===== config.mk =====
export PLATFORM = sky130hd
export DESIGN_NAME = node_config_guard_objects
export DESIGN_NICKNAME = d
export VERILOG_FILES = /design/src/core/node_cfg_pkg.sv /design/src/core/node_config_guard_objects.sv
export SDC_FILE = /design/constraint.sdc
export NUM_CORES = 1
export LEC_CHECK = 0
export BUFFER_PORTS_ARGS = -buffer_cell sky130_fd_sc_hd__buf_2
export CAP_MARGIN = 20
export CORE_UTILIZATION = 40
export CTS_CLUSTER_DIAMETER = 120
export DETAILED_ROUTE_END_ITERATION = 12
export SETUP_SLACK_MARGIN = 0.4
export SLEW_MARGIN = 20
export SYNTH_ARGS = -nofsm -noshare
export SYNTH_HDL_FRONTEND = slang
export SYNTH_SLANG_ARGS = --single-unit

===== constraint.sdc =====
create_clock -name core_clk -period 7.9 [get_ports core_clk]
set_input_delay 0 -clock core_clk [delete_from_list [all_inputs] [get_ports core_clk]]
set_output_delay 0 -clock core_clk [all_outputs]
set_load 0.02 [all_outputs]

===== src/core/node_cfg_pkg.sv =====
// shared constants and types for the node configuration and guard objects
package node_cfg_pkg;
  // dictionary indices and sub-indices
  localparam logic [15:0] IDX_ERROR   = 16'h1001;
  localparam logic [15:0] IDX_GUARD   = 16'h100C;
  localparam logic [15:0] IDX_RETRY   = 16'h100D;
  localparam logic [15:0] IDX_SIG     = 16'h1020;
  localparam logic [15:0] IDX_MODULES = 16'h1027;
  localparam logic [7:0]  SUB_COUNT   = 8'h00;
  localparam logic [7:0]  SUB_DATE    = 8'h01;
  localparam logic [7:0]  SUB_TIME    = 8'h02;
  localparam logic [7:0]  SIG_ENTRIES = 8'h02;
  localparam logic [7:0]  MAX_MODULES = 8'h4A;
  // values after reset
  localparam logic [15:0] GUARD_RESET = 16'h0000;
  localparam logic [7:0]  RETRY_RESET = 8'h00;
  localparam logic [31:0] SIG_CLEAR   = 32'h0000_0000;
  // error summary bit positions
  localparam int ERR_GENERAL = 0;
  localparam int ERR_CURRENT = 1;
  localparam int ERR_VOLTAGE = 2;
  localparam int ERR_COMM    = 4;
  localparam int ERR_VENDOR  = 7;
  // module identifier base, value arbitrary
  localparam logic [15:0] MODULE_ID_BASE = 16'h4100;
  // guard answer identifier base, value arbitrary
  localparam logic [10:0] GUARD_ID_BASE  = 11'h700;
  // guard time unit: one millisecond
  localparam int CLK_PERIOD_NS = 40;
  localparam int GUARD_UNIT_NS = 1000000;
  localparam int MS_CYCLES     = GUARD_UNIT_NS / CLK_PERIOD_NS;

  typedef struct packed {
    logic        wr;
    logic [15:0] index;
    logic [7:0]  sub;
    logic [31:0] wdata;
  } od_req_type;

  typedef struct packed {
    logic [31:0] days;
    logic [31:0] msecs;
  } signature_type;

  typedef struct packed {
    logic general;
    logic current;
    logic voltage;
    logic comm;
    logic vendor;
  } fault_type;

  typedef struct packed {
    logic          valid;
    signature_type sig;
    logic [15:0]   guard;
    logic [7:0]    retry;
  } nv_image_type;

  typedef enum logic [1:0] {
    BOOT_WAIT = 2'b00,
    RUNNING   = 2'b01
  } boot_state_type;
endpackage


===== src/core/node_config_guard_objects.sv =====
// dictionary entries for configuration signature, module list, errors and guarding
// Functional notes
// - any config change other than signature write zeroes the signature
// - after reset restore stored config and signature, automatically or on request
// - date sub-entry: 32-bit day count since January 01 1984
// - time sub-entry: 32-bit milliseconds since midnight
// - module list sub-index 00 reads installed module count, read-only
// - sub-indices 01 to 4A hold 16-bit ids in installation order
// - one fixed identifier per module type
// - error byte: bits 0,1,2,4,7 faults, bits 3,5,6 zero
// - node answers each guard request with its guard identifier while guard time and factor are both nonzero
`timescale 1ns/1ps
module node_config_guard_objects #(
  parameter int MS_COUNT = node_cfg_pkg::MS_CYCLES
) (
  // clock and reset
  input  wire logic                       core_clk,
  input  wire logic                       rst,
  // dictionary access
  input  wire logic                       od_req,
  input  wire node_cfg_pkg::od_req_type   od_cmd,
  output logic                            od_ack_q,
  output logic                            od_abort_q,
  output logic [31:0]                     od_rdata_q,
  // signature save by the configuration tool
  input  wire logic                       sig_wr,
  input  wire node_cfg_pkg::signature_type sig_in,
  // stored image and restore control
  input  wire node_cfg_pkg::nv_image_type nv_image,
  input  wire logic                       auto_restore,
  input  wire logic                       restore_req,
  output logic                            restored_q,
  // station modules
  input  wire logic                       mod_wr,
  input  wire logic [6:0]                 mod_slot,
  input  wire logic [7:0]                 mod_type,
  input  wire logic [6:0]                 mod_count,
  // fault sources
  input  wire node_cfg_pkg::fault_type    faults,
  // node guarding
  input  wire logic [6:0]                 node_id,
  input  wire logic                       guard_rx,
  output logic                            guard_tx_q,
  output logic [10:0]                     guard_cob_q,
  output logic                            life_lost_q
);
  // identifier for a module type, same for every module of that type
  function automatic logic [15:0] type_id(input logic [7:0] t);
    type_id = node_cfg_pkg::MODULE_ID_BASE + {8'h00, t};
  endfunction

  // state
  node_cfg_pkg::boot_state_type boot_q;
  node_cfg_pkg::signature_type  sig_q;
  logic [15:0] guard_q;
  logic [7:0]  retry_q;
  logic [7:0]  err_q;
  logic [6:0]  count_q;
  logic [15:0] mod_list [0:73];
  logic [31:0] tick_q;
  logic [23:0] elapsed_q;
  logic        armed_q;

  // decode of the dictionary request
  wire logic hit_err   = od_cmd.index == node_cfg_pkg::IDX_ERROR;
  wire logic hit_guard = od_cmd.index == node_cfg_pkg::IDX_GUARD;
  wire logic hit_retry = od_cmd.index == node_cfg_pkg::IDX_RETRY;
  wire logic hit_sig   = od_cmd.index == node_cfg_pkg::IDX_SIG;
  wire logic hit_mods  = od_cmd.index == node_cfg_pkg::IDX_MODULES;
  wire logic sub0      = od_cmd.sub == node_cfg_pkg::SUB_COUNT;
  wire logic mod_sel   = od_cmd.sub != node_cfg_pkg::SUB_COUNT
                         && od_cmd.sub <= {1'b0, count_q};
  wire logic sig_sel   = od_cmd.sub <= node_cfg_pkg::SIG_ENTRIES;
  wire logic rw_obj    = (hit_guard || hit_retry) && sub0;
  wire logic ro_ok     = (hit_err && sub0) || (hit_sig && sig_sel)
                         || (hit_mods && (sub0 || mod_sel));
  wire logic wr_guard  = od_req && od_cmd.wr && hit_guard && sub0;
  wire logic wr_retry  = od_req && od_cmd.wr && hit_retry && sub0;
  wire logic req_bad   = od_cmd.wr ? !rw_obj : !(ro_ok || rw_obj);
  wire logic [6:0] mod_idx = od_cmd.sub[6:0] - 7'd1;

  // restore trigger: once after reset when enabled, or on request
  wire logic do_restore = nv_image.valid
                          && ((boot_q == node_cfg_pkg::BOOT_WAIT && auto_restore)
                              || (boot_q == node_cfg_pkg::RUNNING && restore_req));
  wire logic cfg_change = wr_guard || wr_retry;

  // read data selection
  logic [31:0] rd_sel;
  always_comb begin
    rd_sel = 32'h0000_0000;
    if (hit_err) begin
      rd_sel = {24'h00_0000, err_q};
    end else if (hit_guard) begin
      rd_sel = {16'h0000, guard_q};
    end else if (hit_retry) begin
      rd_sel = {24'h00_0000, retry_q};
    end else if (hit_sig) begin
      if (od_cmd.sub == node_cfg_pkg::SUB_DATE) begin
        rd_sel = sig_q.days;
      end else if (od_cmd.sub == node_cfg_pkg::SUB_TIME) begin
        rd_sel = sig_q.msecs;
      end else begin
        rd_sel = {24'h00_0000, node_cfg_pkg::SIG_ENTRIES};
      end
    end else if (hit_mods) begin
      if (sub0) begin
        rd_sel = {25'h000_0000, count_q};
      end else begin
        rd_sel = {16'h0000, mod_list[mod_idx]};
      end
    end
  end

  // dictionary answer one cycle after the request
  always_ff @(posedge core_clk) begin
    if (rst) begin
      od_ack_q   <= 1'b0;
      od_abort_q <= 1'b0;
      od_rdata_q <= 32'h0000_0000;
    end else begin
      od_ack_q   <= od_req;
      od_abort_q <= od_req && req_bad;
      od_rdata_q <= (od_req && !od_cmd.wr && !req_bad) ? rd_sel : 32'h0000_0000;
    end
  end

  // boot sequencing: auto restore gets one chance right after reset
  always_ff @(posedge core_clk) begin
    if (rst) begin
      boot_q     <= node_cfg_pkg::BOOT_WAIT;
      restored_q <= 1'b0;
    end else begin
      boot_q     <= node_cfg_pkg::RUNNING;
      restored_q <= do_restore;
    end
  end

  // configuration and signature; restore wins over a same-cycle write
  always_ff @(posedge core_clk) begin
    if (rst) begin
      guard_q <= node_cfg_pkg::GUARD_RESET;
      retry_q <= node_cfg_pkg::RETRY_RESET;
      sig_q   <= {node_cfg_pkg::SIG_CLEAR, node_cfg_pkg::SIG_CLEAR};
    end else if (do_restore) begin
      guard_q <= nv_image.guard;
      retry_q <= nv_image.retry;
      sig_q   <= nv_image.sig;
    end else begin
      if (wr_guard) begin
        guard_q <= od_cmd.wdata[15:0];
      end
      if (wr_retry) begin
        retry_q <= od_cmd.wdata[7:0];
      end
      if (cfg_change) begin
        sig_q <= {node_cfg_pkg::SIG_CLEAR, node_cfg_pkg::SIG_CLEAR};
      end else if (sig_wr) begin
        sig_q <= sig_in;
      end
    end
  end

  // error byte; unused bits held at zero
  always_ff @(posedge core_clk) begin
    if (rst) begin
      err_q <= 8'h00;
    end else begin
      err_q <= 8'h00;
      err_q[node_cfg_pkg::ERR_GENERAL] <= faults.general;
      err_q[node_cfg_pkg::ERR_CURRENT] <= faults.current;
      err_q[node_cfg_pkg::ERR_VOLTAGE] <= faults.voltage;
      err_q[node_cfg_pkg::ERR_COMM]    <= faults.comm;
      err_q[node_cfg_pkg::ERR_VENDOR]  <= faults.vendor;
    end
  end

  // count clamped to the list depth
  always_ff @(posedge core_clk) begin
    if (rst) begin
      count_q <= 7'd0;
    end else begin
      count_q <= (mod_count > node_cfg_pkg::MAX_MODULES[6:0])
                 ? node_cfg_pkg::MAX_MODULES[6:0] : mod_count;
    end
  end

  // list slots take the type identifier; memory has no reset
  always_ff @(posedge core_clk) begin
    if (mod_wr && mod_slot < node_cfg_pkg::MAX_MODULES[6:0]) begin
      mod_list[mod_slot] <= type_id(mod_type);
    end
  end

  // guard enable and lifetime limit in ms
  wire logic        guard_on  = guard_q != 16'h0000 && retry_q != 8'h00;
  wire logic [23:0] life_ms   = 24'(guard_q) * 24'(retry_q);
  wire logic        tick_end  = tick_q == 32'(MS_COUNT - 1);

  always_ff @(posedge core_clk) begin
    if (rst) begin
      guard_tx_q  <= 1'b0;
      guard_cob_q <= node_cfg_pkg::GUARD_ID_BASE;
    end else begin
      guard_tx_q  <= guard_rx && guard_on;
      guard_cob_q <= node_cfg_pkg::GUARD_ID_BASE + {4'h0, node_id};
    end
  end

  // ms timebase and life monitor; run while guarding is on, restart at each request
  always_ff @(posedge core_clk) begin
    if (rst || !guard_on || guard_rx) begin
      tick_q    <= 32'h0000_0000;
      elapsed_q <= 24'h00_0000;
    end else if (tick_end) begin
      tick_q    <= 32'h0000_0000;
      elapsed_q <= (elapsed_q == life_ms) ? elapsed_q : elapsed_q + 24'd1;
    end else begin
      tick_q    <= tick_q + 32'd1;
    end
  end

  // life lost stays until the next request or until guarding is turned off; a request wins over expiry
  always_ff @(posedge core_clk) begin
    if (rst || !guard_on) begin
      armed_q     <= 1'b0;
      life_lost_q <= 1'b0;
    end else if (guard_rx) begin
      armed_q     <= 1'b1;
      life_lost_q <= 1'b0;
    end else if (armed_q && elapsed_q == life_ms) begin
      life_lost_q <= 1'b1;
    end
  end
endmodule


==> reports/metrics.cfg, run 1 <==
[status]
outcome = finished, final reports clean

[clock_network]
cts_num_sinks = 794
cts_htree_levels = 3
path_clk_slew_ps = 60
cts-root-buf = clkbuf_16
cts_tree = done
insertion_delay_ps = 640
cts_buffer_depth = 3
post_cts_resize_count = 0
cts_buffers = 85

[global_route]
grt_max_degree = 99
grt_pass1_wl_um = 148000
grt_overflow_total = 0
antenna_found_initial = 9
track_usage_pct = 20.9
grt_pass1_vias = 24759

[finish]
register_area_um2 = 21800
nets = 3477
postLayoutCoreUtil_pct = 48.6
area_growth_pct = 20.1
final_layout_size_suffix_gt1_share_pct = 20.0
multiInputGateArea_um2 = 13700
n_fill_cell = 7646
postLayoutCellArea_um2 = 43900

[worst_hold_path]
hp-class = in2reg
hold_depth = 2

[placed_design]
place_area_um2 = 39000
port-buffer-count = 279
place_hpwl_um = 61900
routabilityCongestion = 0.884

[sta]
skew_ps = 27.6
tns_ps = 0
setup_viol = 0
worst_slew_pin_slew_ps = 1130
drv_slew = 0
rsz0062_at_grt = no
whs_ps = 80.0
fmax_mhz = 151
finalHoldViolations = 0
fin_crit_ps = 6630
finalCritPeriodShare_pct = 83.9
slew_headroom_pct = 24.8

[setup_path]
cp_max_fo = 19
startpoint = retry_q[3]$_SDFFE_PP0P_
cp-start-kind = register
reg2reg_from = retry_q[3]$_SDFFE_PP0P_
critPathCapture = elapsed_q[21]$_SDFFE_PP0P_
ff2ff_path_depth = 15
endpoint_kind = register
r2r_setup_slack_ps = 1270
path_class = reg2reg
critPathRequiredTime_ps = 8390
cp.arrival_ps = 7120
r2r-end = elapsed_q[21]$_SDFFE_PP0P_

[synth]
async_flop_share_pct = 0
synth_area_um2 = 36500
ys_ff_latch = 794
synth.yosys.warnings = 0
synthFlopType = edfxtp_1
yosysSeqAreaShare_pct = 59.7
synth_edf_count = 592
synthCells = 2628
synth_top_area_share_pct = 48.7
synth_area_leaders = edfxtp_1 49%, dfxtp_1 11%, mux4_2 11%
yosysUniqueCellTypes = 75
avgSynthCellArea_um2 = 13.9
yosysTopAreaCell = edfxtp_1

[drt]
antenna_left = 0
first_pass_iters = 6
avgViaCountPerCell = 5.50
wire_per_inst_um = 22.3
drt_wl_total_um = 96800
drc = 0
vias = 23806
drt_iter0_drc = 1950

[floorplan]
die_h_um = 304
num_rows = 110
ios = 300
start_util_pct = 40.5
die_w_um = 304
core_area_um2 = 90300
dieArea_um2 = 92500

[power]
power.density_nw_per_um2 = 213
ir_drop_uv = 195
p_leak_uw = 0.0154

[flow_run]
max-cap-violations = 0

## how the worst min path moves through the flow
stage	start	end	slack (ps)
floorplan	mod_type[0]	mod_list[0][0]$_DFFE_PP_	100
global placement	node_id[1]	guard_cob_q[1]$_SDFF_PP0_	210
detailed placement	node_id[1]	guard_cob_q[1]$_SDFF_PP0_	220
CTS	mod_type[7]	mod_list[50][7]$_DFFE_PP_	80
global route	mod_type[7]	mod_list[50][7]$_DFFE_PP_	90
finish	mod_type[7]	mod_list[50][7]$_DFFE_PP_	80
## cell type report
class | instances | area share, %
Antenna cell | 6 | 0.0342
Clock buffer | 113 | 5.21
Clock inverter | 37 | 0.739
Inverter | 113 | 0.967
Multi-Input combinational cell | 1565 | 31.2
Sequential cell | 794 | 49.7
Tap cell | 1176 | 3.35
Timing Repair Buffer | 526 | 8.78
## routing by layer
metal | global-route usage [%] | vias to the layer above | share of wire (%)
met1 | 27.2 | 12034 | 42
met2 | 34.5 | 889 | 48
li1 | - | 10664 | -
met5 | 0 | - | 0.028
met3 | 4.56 | 215 | 6.6
met4 | 7.43 | 4 | 3.7
## layout by cell type, fill, tap and decap left out, drive strengths merged, types with 20 or more instances in the layout
master	n
inv	117
a22oi	28
nand2	156
xnor2	27
nor2	313
and2	59
xor2	37
a21oi	151
a211oi	44
ha	56
dlygate4sd3	222
nor2b	41
fa	84
dfxtp	202
edfxtp	592
nor3	33
mux2i	101
buf	304
o21ai	42
nand4	20
clkbuf	113
nand3	30
mux4	177
clkinv	25
## where the power goes
group / total (uW) / internal (uW) / switching [uW] / leakage (uW)
logic: 1000 / 461 / 542 / 0.00716
registers: 4590 / 4530 / 67.8 / 0.00697
clock network: 3760 / 2140 / 1620 / 0.00125
total: 9360 / 7120 / 2230 / 0.0154
## repair_timing
item / CTS / global route
buffers inserted: 0 / 0
hold buffers: 222 / 0
hold endpoints to repair: 122 / 0
## flip-flops by register name (all words and copies together), names as in the netlist
name,cells
mod_list,592
sig_q,64
od_rdata_q,32
tick_q,32
elapsed_q,24
guard_q,16
retry_q,8
count_q,7
guard_cob_q,7
err_q,5
armed_q,1
boot_q,1
guard_tx_q,1
life_lost_q,1
od_abort_q,1
od_ack_q,1
restored_q,1
## cell families after synthesis
group / count (synthesis) / synth area share [%]
XOR/XNOR: 64 / 1.56
multiplexers: 284 / 13.9
AND/OR/NAND/NOR: 736 / 9.35
AO/OA/AOI/OAI: 337 / 5.94
flip-flops: 794 / 59.7
other: 2 / 0.0206
buffers and inverters: 271 / 3.00
adder cells (fa/ha/maj): 140 / 6.52
## through the flow
step           total power [uW]  worst slack, ps  cells
2_1_floorplan              5210             2220   2630
3_3_place_gp               5540             1350   3951
3_5_place_dp               5560             1270   3951
4_1_cts                    9430             1280   4323
5_1_grt                    9670              801   4330
6_report                   9360             1270   4330
## synth_stat cells, drive strengths merged (54+ instances only)
master and n:
edfxtp 592, nor2 313, dfxtp 202, mux4 177
nand2 156, a21oi 151, inv 113, clkbuf 104
mux2i 101, fa 84, and2 59, ha 56
buf 54
## worst max-delay path: stages, from the launching register on
cell and delay [ps]:
dfxtp_1 880, nand2_1 170, fa_1 520, fa_1 560, fa_1 430, fa_1 490
inv_1 50, ha_1 480, a21oi_1 130, o21ai_0 640, nor3b_2 140, xnor2_1 170
or4_4 560, o41ai_2 940, or4_1 240, a21oi_1 70
Note: power is estimated with default switching activity, not from simulation.
==> inputs of run 2 (changes only) <==
- clock period: 7.9 -> 5.4 ns (I/O delays scaled with it)
==> run 2 against run 1 <==
Effect of this change:
- the flow now finishes with violations (setup timing)
- first-iteration DRC count up 2.6%
- final cell count up 3.6%
- clock skew up 13 ps
- combinational power up 77%
- power up 51%
- sequential cell count unchanged
- highest routed layer unchanged
==> reports/metrics.cfg, run 2 (synthesized netlist as in run 1, its figures left out) <==
[power]
comb_power_share_pct = 12.5  ; +1.8 points
power.density_nw_per_um2 = 308  ; +44%
finalPower_uw = 14200  ; +51%
ir_drop_uv = 261  ; +34%
switchingPower_uw = 3420  ; +53%
pwr-share-seq_pct = 47.2  ; -1.9 points
clkPwrFrac_pct = 40.3  ; about the same
power_switching_share_pct = 24.1  ; +0.27 points
intPower_uw = 10800  ; +51%
p_leak_uw = 0.0164  ; +6.8%

[drt]
antenna_left = 0  ; unchanged
first_pass_iters = 7  ; +1
vias = 24392  ; +2.5%
drt_wl_total_um = 98800  ; +2.2%
avgViaCountPerCell = 5.43  ; -1.1%
drc = 0  ; unchanged
drt_iter0_drc = 2000  ; +2.6%
wire_per_inst_um = 22.0  ; -1.4%

[setup_path]
endpoint_kind = register
crit_top_cell = fa_1
cp-start-kind = register
crit_slowest_cell = fa_1
path_class = reg2reg
cp_max_fo = 6  ; -13
path_cells = buf_16 -> and2_4 -> fa_1 -> inv_2 -> fa_1 -> fa_1 -> fa_1 -> inv_2 -> ha_4 -> xnor2_4 -> a32oi_2 -> o32ai_2 -> or4_1 -> a2111o_1 -> o41ai_4 -> buf_4 -> buf_6 -> clkbuf_16 -> or3_1 -> a21oi_1
critPathRequiredTime_ps = 5900  ; -2490 ps
path_delay_family = adder cells
path_buf_inv = 6  ; +5
max_stage_delay_ps = 520  ; -420 ps
cp.arrival_ps = 6020  ; -1100 ps

[sta]
worst_slew_pin_slew_ps = 1130  ; -0.551 ps
fmax_mhz = 181  ; +20%
slew_headroom_pct = 24.8  ; +0.037 points
fin_ws_ps = -127  ; -1400 ps
skew_ps = 40.2  ; +12.7 ps
finalCritPeriodShare_pct = 102  ; +18 points
finalHoldViolations = 0  ; unchanged
setup_viol = 24  ; +24
whs_ps = 57.4  ; -22.7 ps
fin_crit_ps = 5530  ; -1100 ps
rsz0062_at_grt = yes
drv_slew = 0  ; unchanged

[status]
outcome = finished with violations
violations = setup timing

[placed_design]
place_area_um2 = 40000  ; +2.7%
port-buffer-count = 279  ; unchanged
routabilityCongestion = 0.886  ; +0.24%
place_hpwl_um = 64800  ; +4.8%
place_ws_ps = -438  ; -1710 ps

[floorplan]
die_w_um = 304  ; unchanged
ios = 300  ; unchanged
start_util_pct = 40.5  ; unchanged
core_area_um2 = 90300  ; unchanged
dieArea_um2 = 92500  ; unchanged
die_h_um = 304  ; unchanged
num_rows = 110  ; unchanged

[clock_network]
cts_buffer_depth = 3  ; unchanged
insertion_delay_ps = 640  ; about the same
cts_htree_levels = 3  ; unchanged
cts_buffers = 85  ; unchanged
cts-root-buf = clkbuf_16
cts_num_sinks = 794  ; unchanged
cts_tree = done
path_clk_slew_ps = 70  ; about the same

[global_route]
track_usage_pct = 21.3  ; +0.36 points
grt_pass1_wl_um = 152000  ; +2.4%
grt_max_degree = 90  ; -9.1%
grt_overflow_total = 0  ; unchanged
grt_pass1_vias = 25026  ; +1.1%
antenna_found_initial = 12  ; +3

[finish]
reg_top3 = mod_list x592, sig_q x64
final_cell_mix = 592 x edfxtp_1, 308 x nor2_1, 277 x buf_2, 221 x dlygate4sd3_1, 185 x dfxtp_1
final_layout_size_suffix_gt1_share_pct = 27.7  ; +7.7 points
nets = 3627  ; +4.3%
n_fill_cell = 7522  ; -1.6%
mostFrequentLayoutCell = edfxtp_1
postLayoutCellArea_um2 = 46000  ; +4.9%
largest_register_ffs = 592  ; unchanged
area_growth_pct = 26.1
top_register = mod_list

[flow_run]
max-cap-violations = 0  ; unchanged

[worst_hold_path]
hp-class = in2reg

run 2: metrics by stage:
| stage | TNS, ps | utilization [%] | instances |
|---|---|---|---|
| 2_1_floorplan | 0 | - | 2630 |
| 3_3_place_gp | -5420 | 44.4 | 4063 |
| 3_5_place_dp | -7260 | 44.4 | 4063 |
| 4_1_cts | -608 | 50.6 | 4468 |
| 5_1_grt | -6090 | 51.0 | 4488 |
| 6_report | -1780 | 51.0 | 4488 |
run 2: routing by layer:
layer  part of all wire, %  track usage, %  vias up
li1                      -               -    11000
met2                    49            34.9      858
met5                 0.029               0        -
met4                   2.9            6.41        4
met1                    42            28.8    12356
met3                   6.4            3.83      174
run 2: layout make-up:
cell class / instances / area (um^2) / share of cell area [%]
repair buffers: 676 / 5280 / 11.5
clock buffers: 113 / 2340 / 5.08
clock inverters: 41 / 397 / 0.861
flip-flops and latches: 794 / 21900 / 47.5
diodes: 10 / 25.0 / 0.0543
well taps: 1176 / 1470 / 3.20
multi-input cells: 1565 / 14200 / 30.9
inverters: 113 / 424 / 0.921
run 2: worst reg2reg max path, delay by kind of cell (launching register included):
kind                     cells  cell delay, ps
AO/OA/AOI/OAI                5            1170
XOR/XNOR                     1              80
adder cells (fa/ha/maj)      5            2300
buffers and inverters        6             690
flip-flops                   1             370
AND/OR/NAND/NOR              3             780
run 2: repair_timing:
| action | 4_1_cts | 5_1_grt |
|---|---|---|
| endpoints found under the setup margin | 25 | 25 |
| endpoints found under the hold margin | 123 | 0 |
| hold buffers | 221 | 0 |
| resized for setup | 115 | 47 |
| pin swaps | 48 | 64 |
| gates cloned | 6 | 2 |
| buffers inserted | 24 | 8 |
run 2: power by group through the flow:
stage | combinational, uW | sequential [uW] | clock (uW)
6_report | 1770 | 6690 | 5710
5_1_grt | 1910 | 6690 | 6040
4_1_cts | 1710 | 6690 | 5810
3_5_place_dp | 1440 | 6820 | 0
3_3_place_gp | 1420 | 6810 | 0
2_1_floorplan | 867 | 6780 | 0
run 2: final timing paths:
kind | depth (start not counted) | from | endpoint | slack, ps
hold reg to reg | 2 | err_q[4]$_SDFF_PP0_ | od_rdata_q[4]$_SDFF_PP0_ | 440
setup / recovery | 20 | retry_q[3]$_SDFFE_PP0P_ | elapsed_q[4]$_SDFFE_PP0P_ | -130
hold / removal | 2 | mod_type[7] | mod_list[23][7]$_DFFE_PP_ | 60
setup reg to reg | 20 | retry_q[3]$_SDFFE_PP0P_ | elapsed_q[4]$_SDFFE_PP0P_ | -130
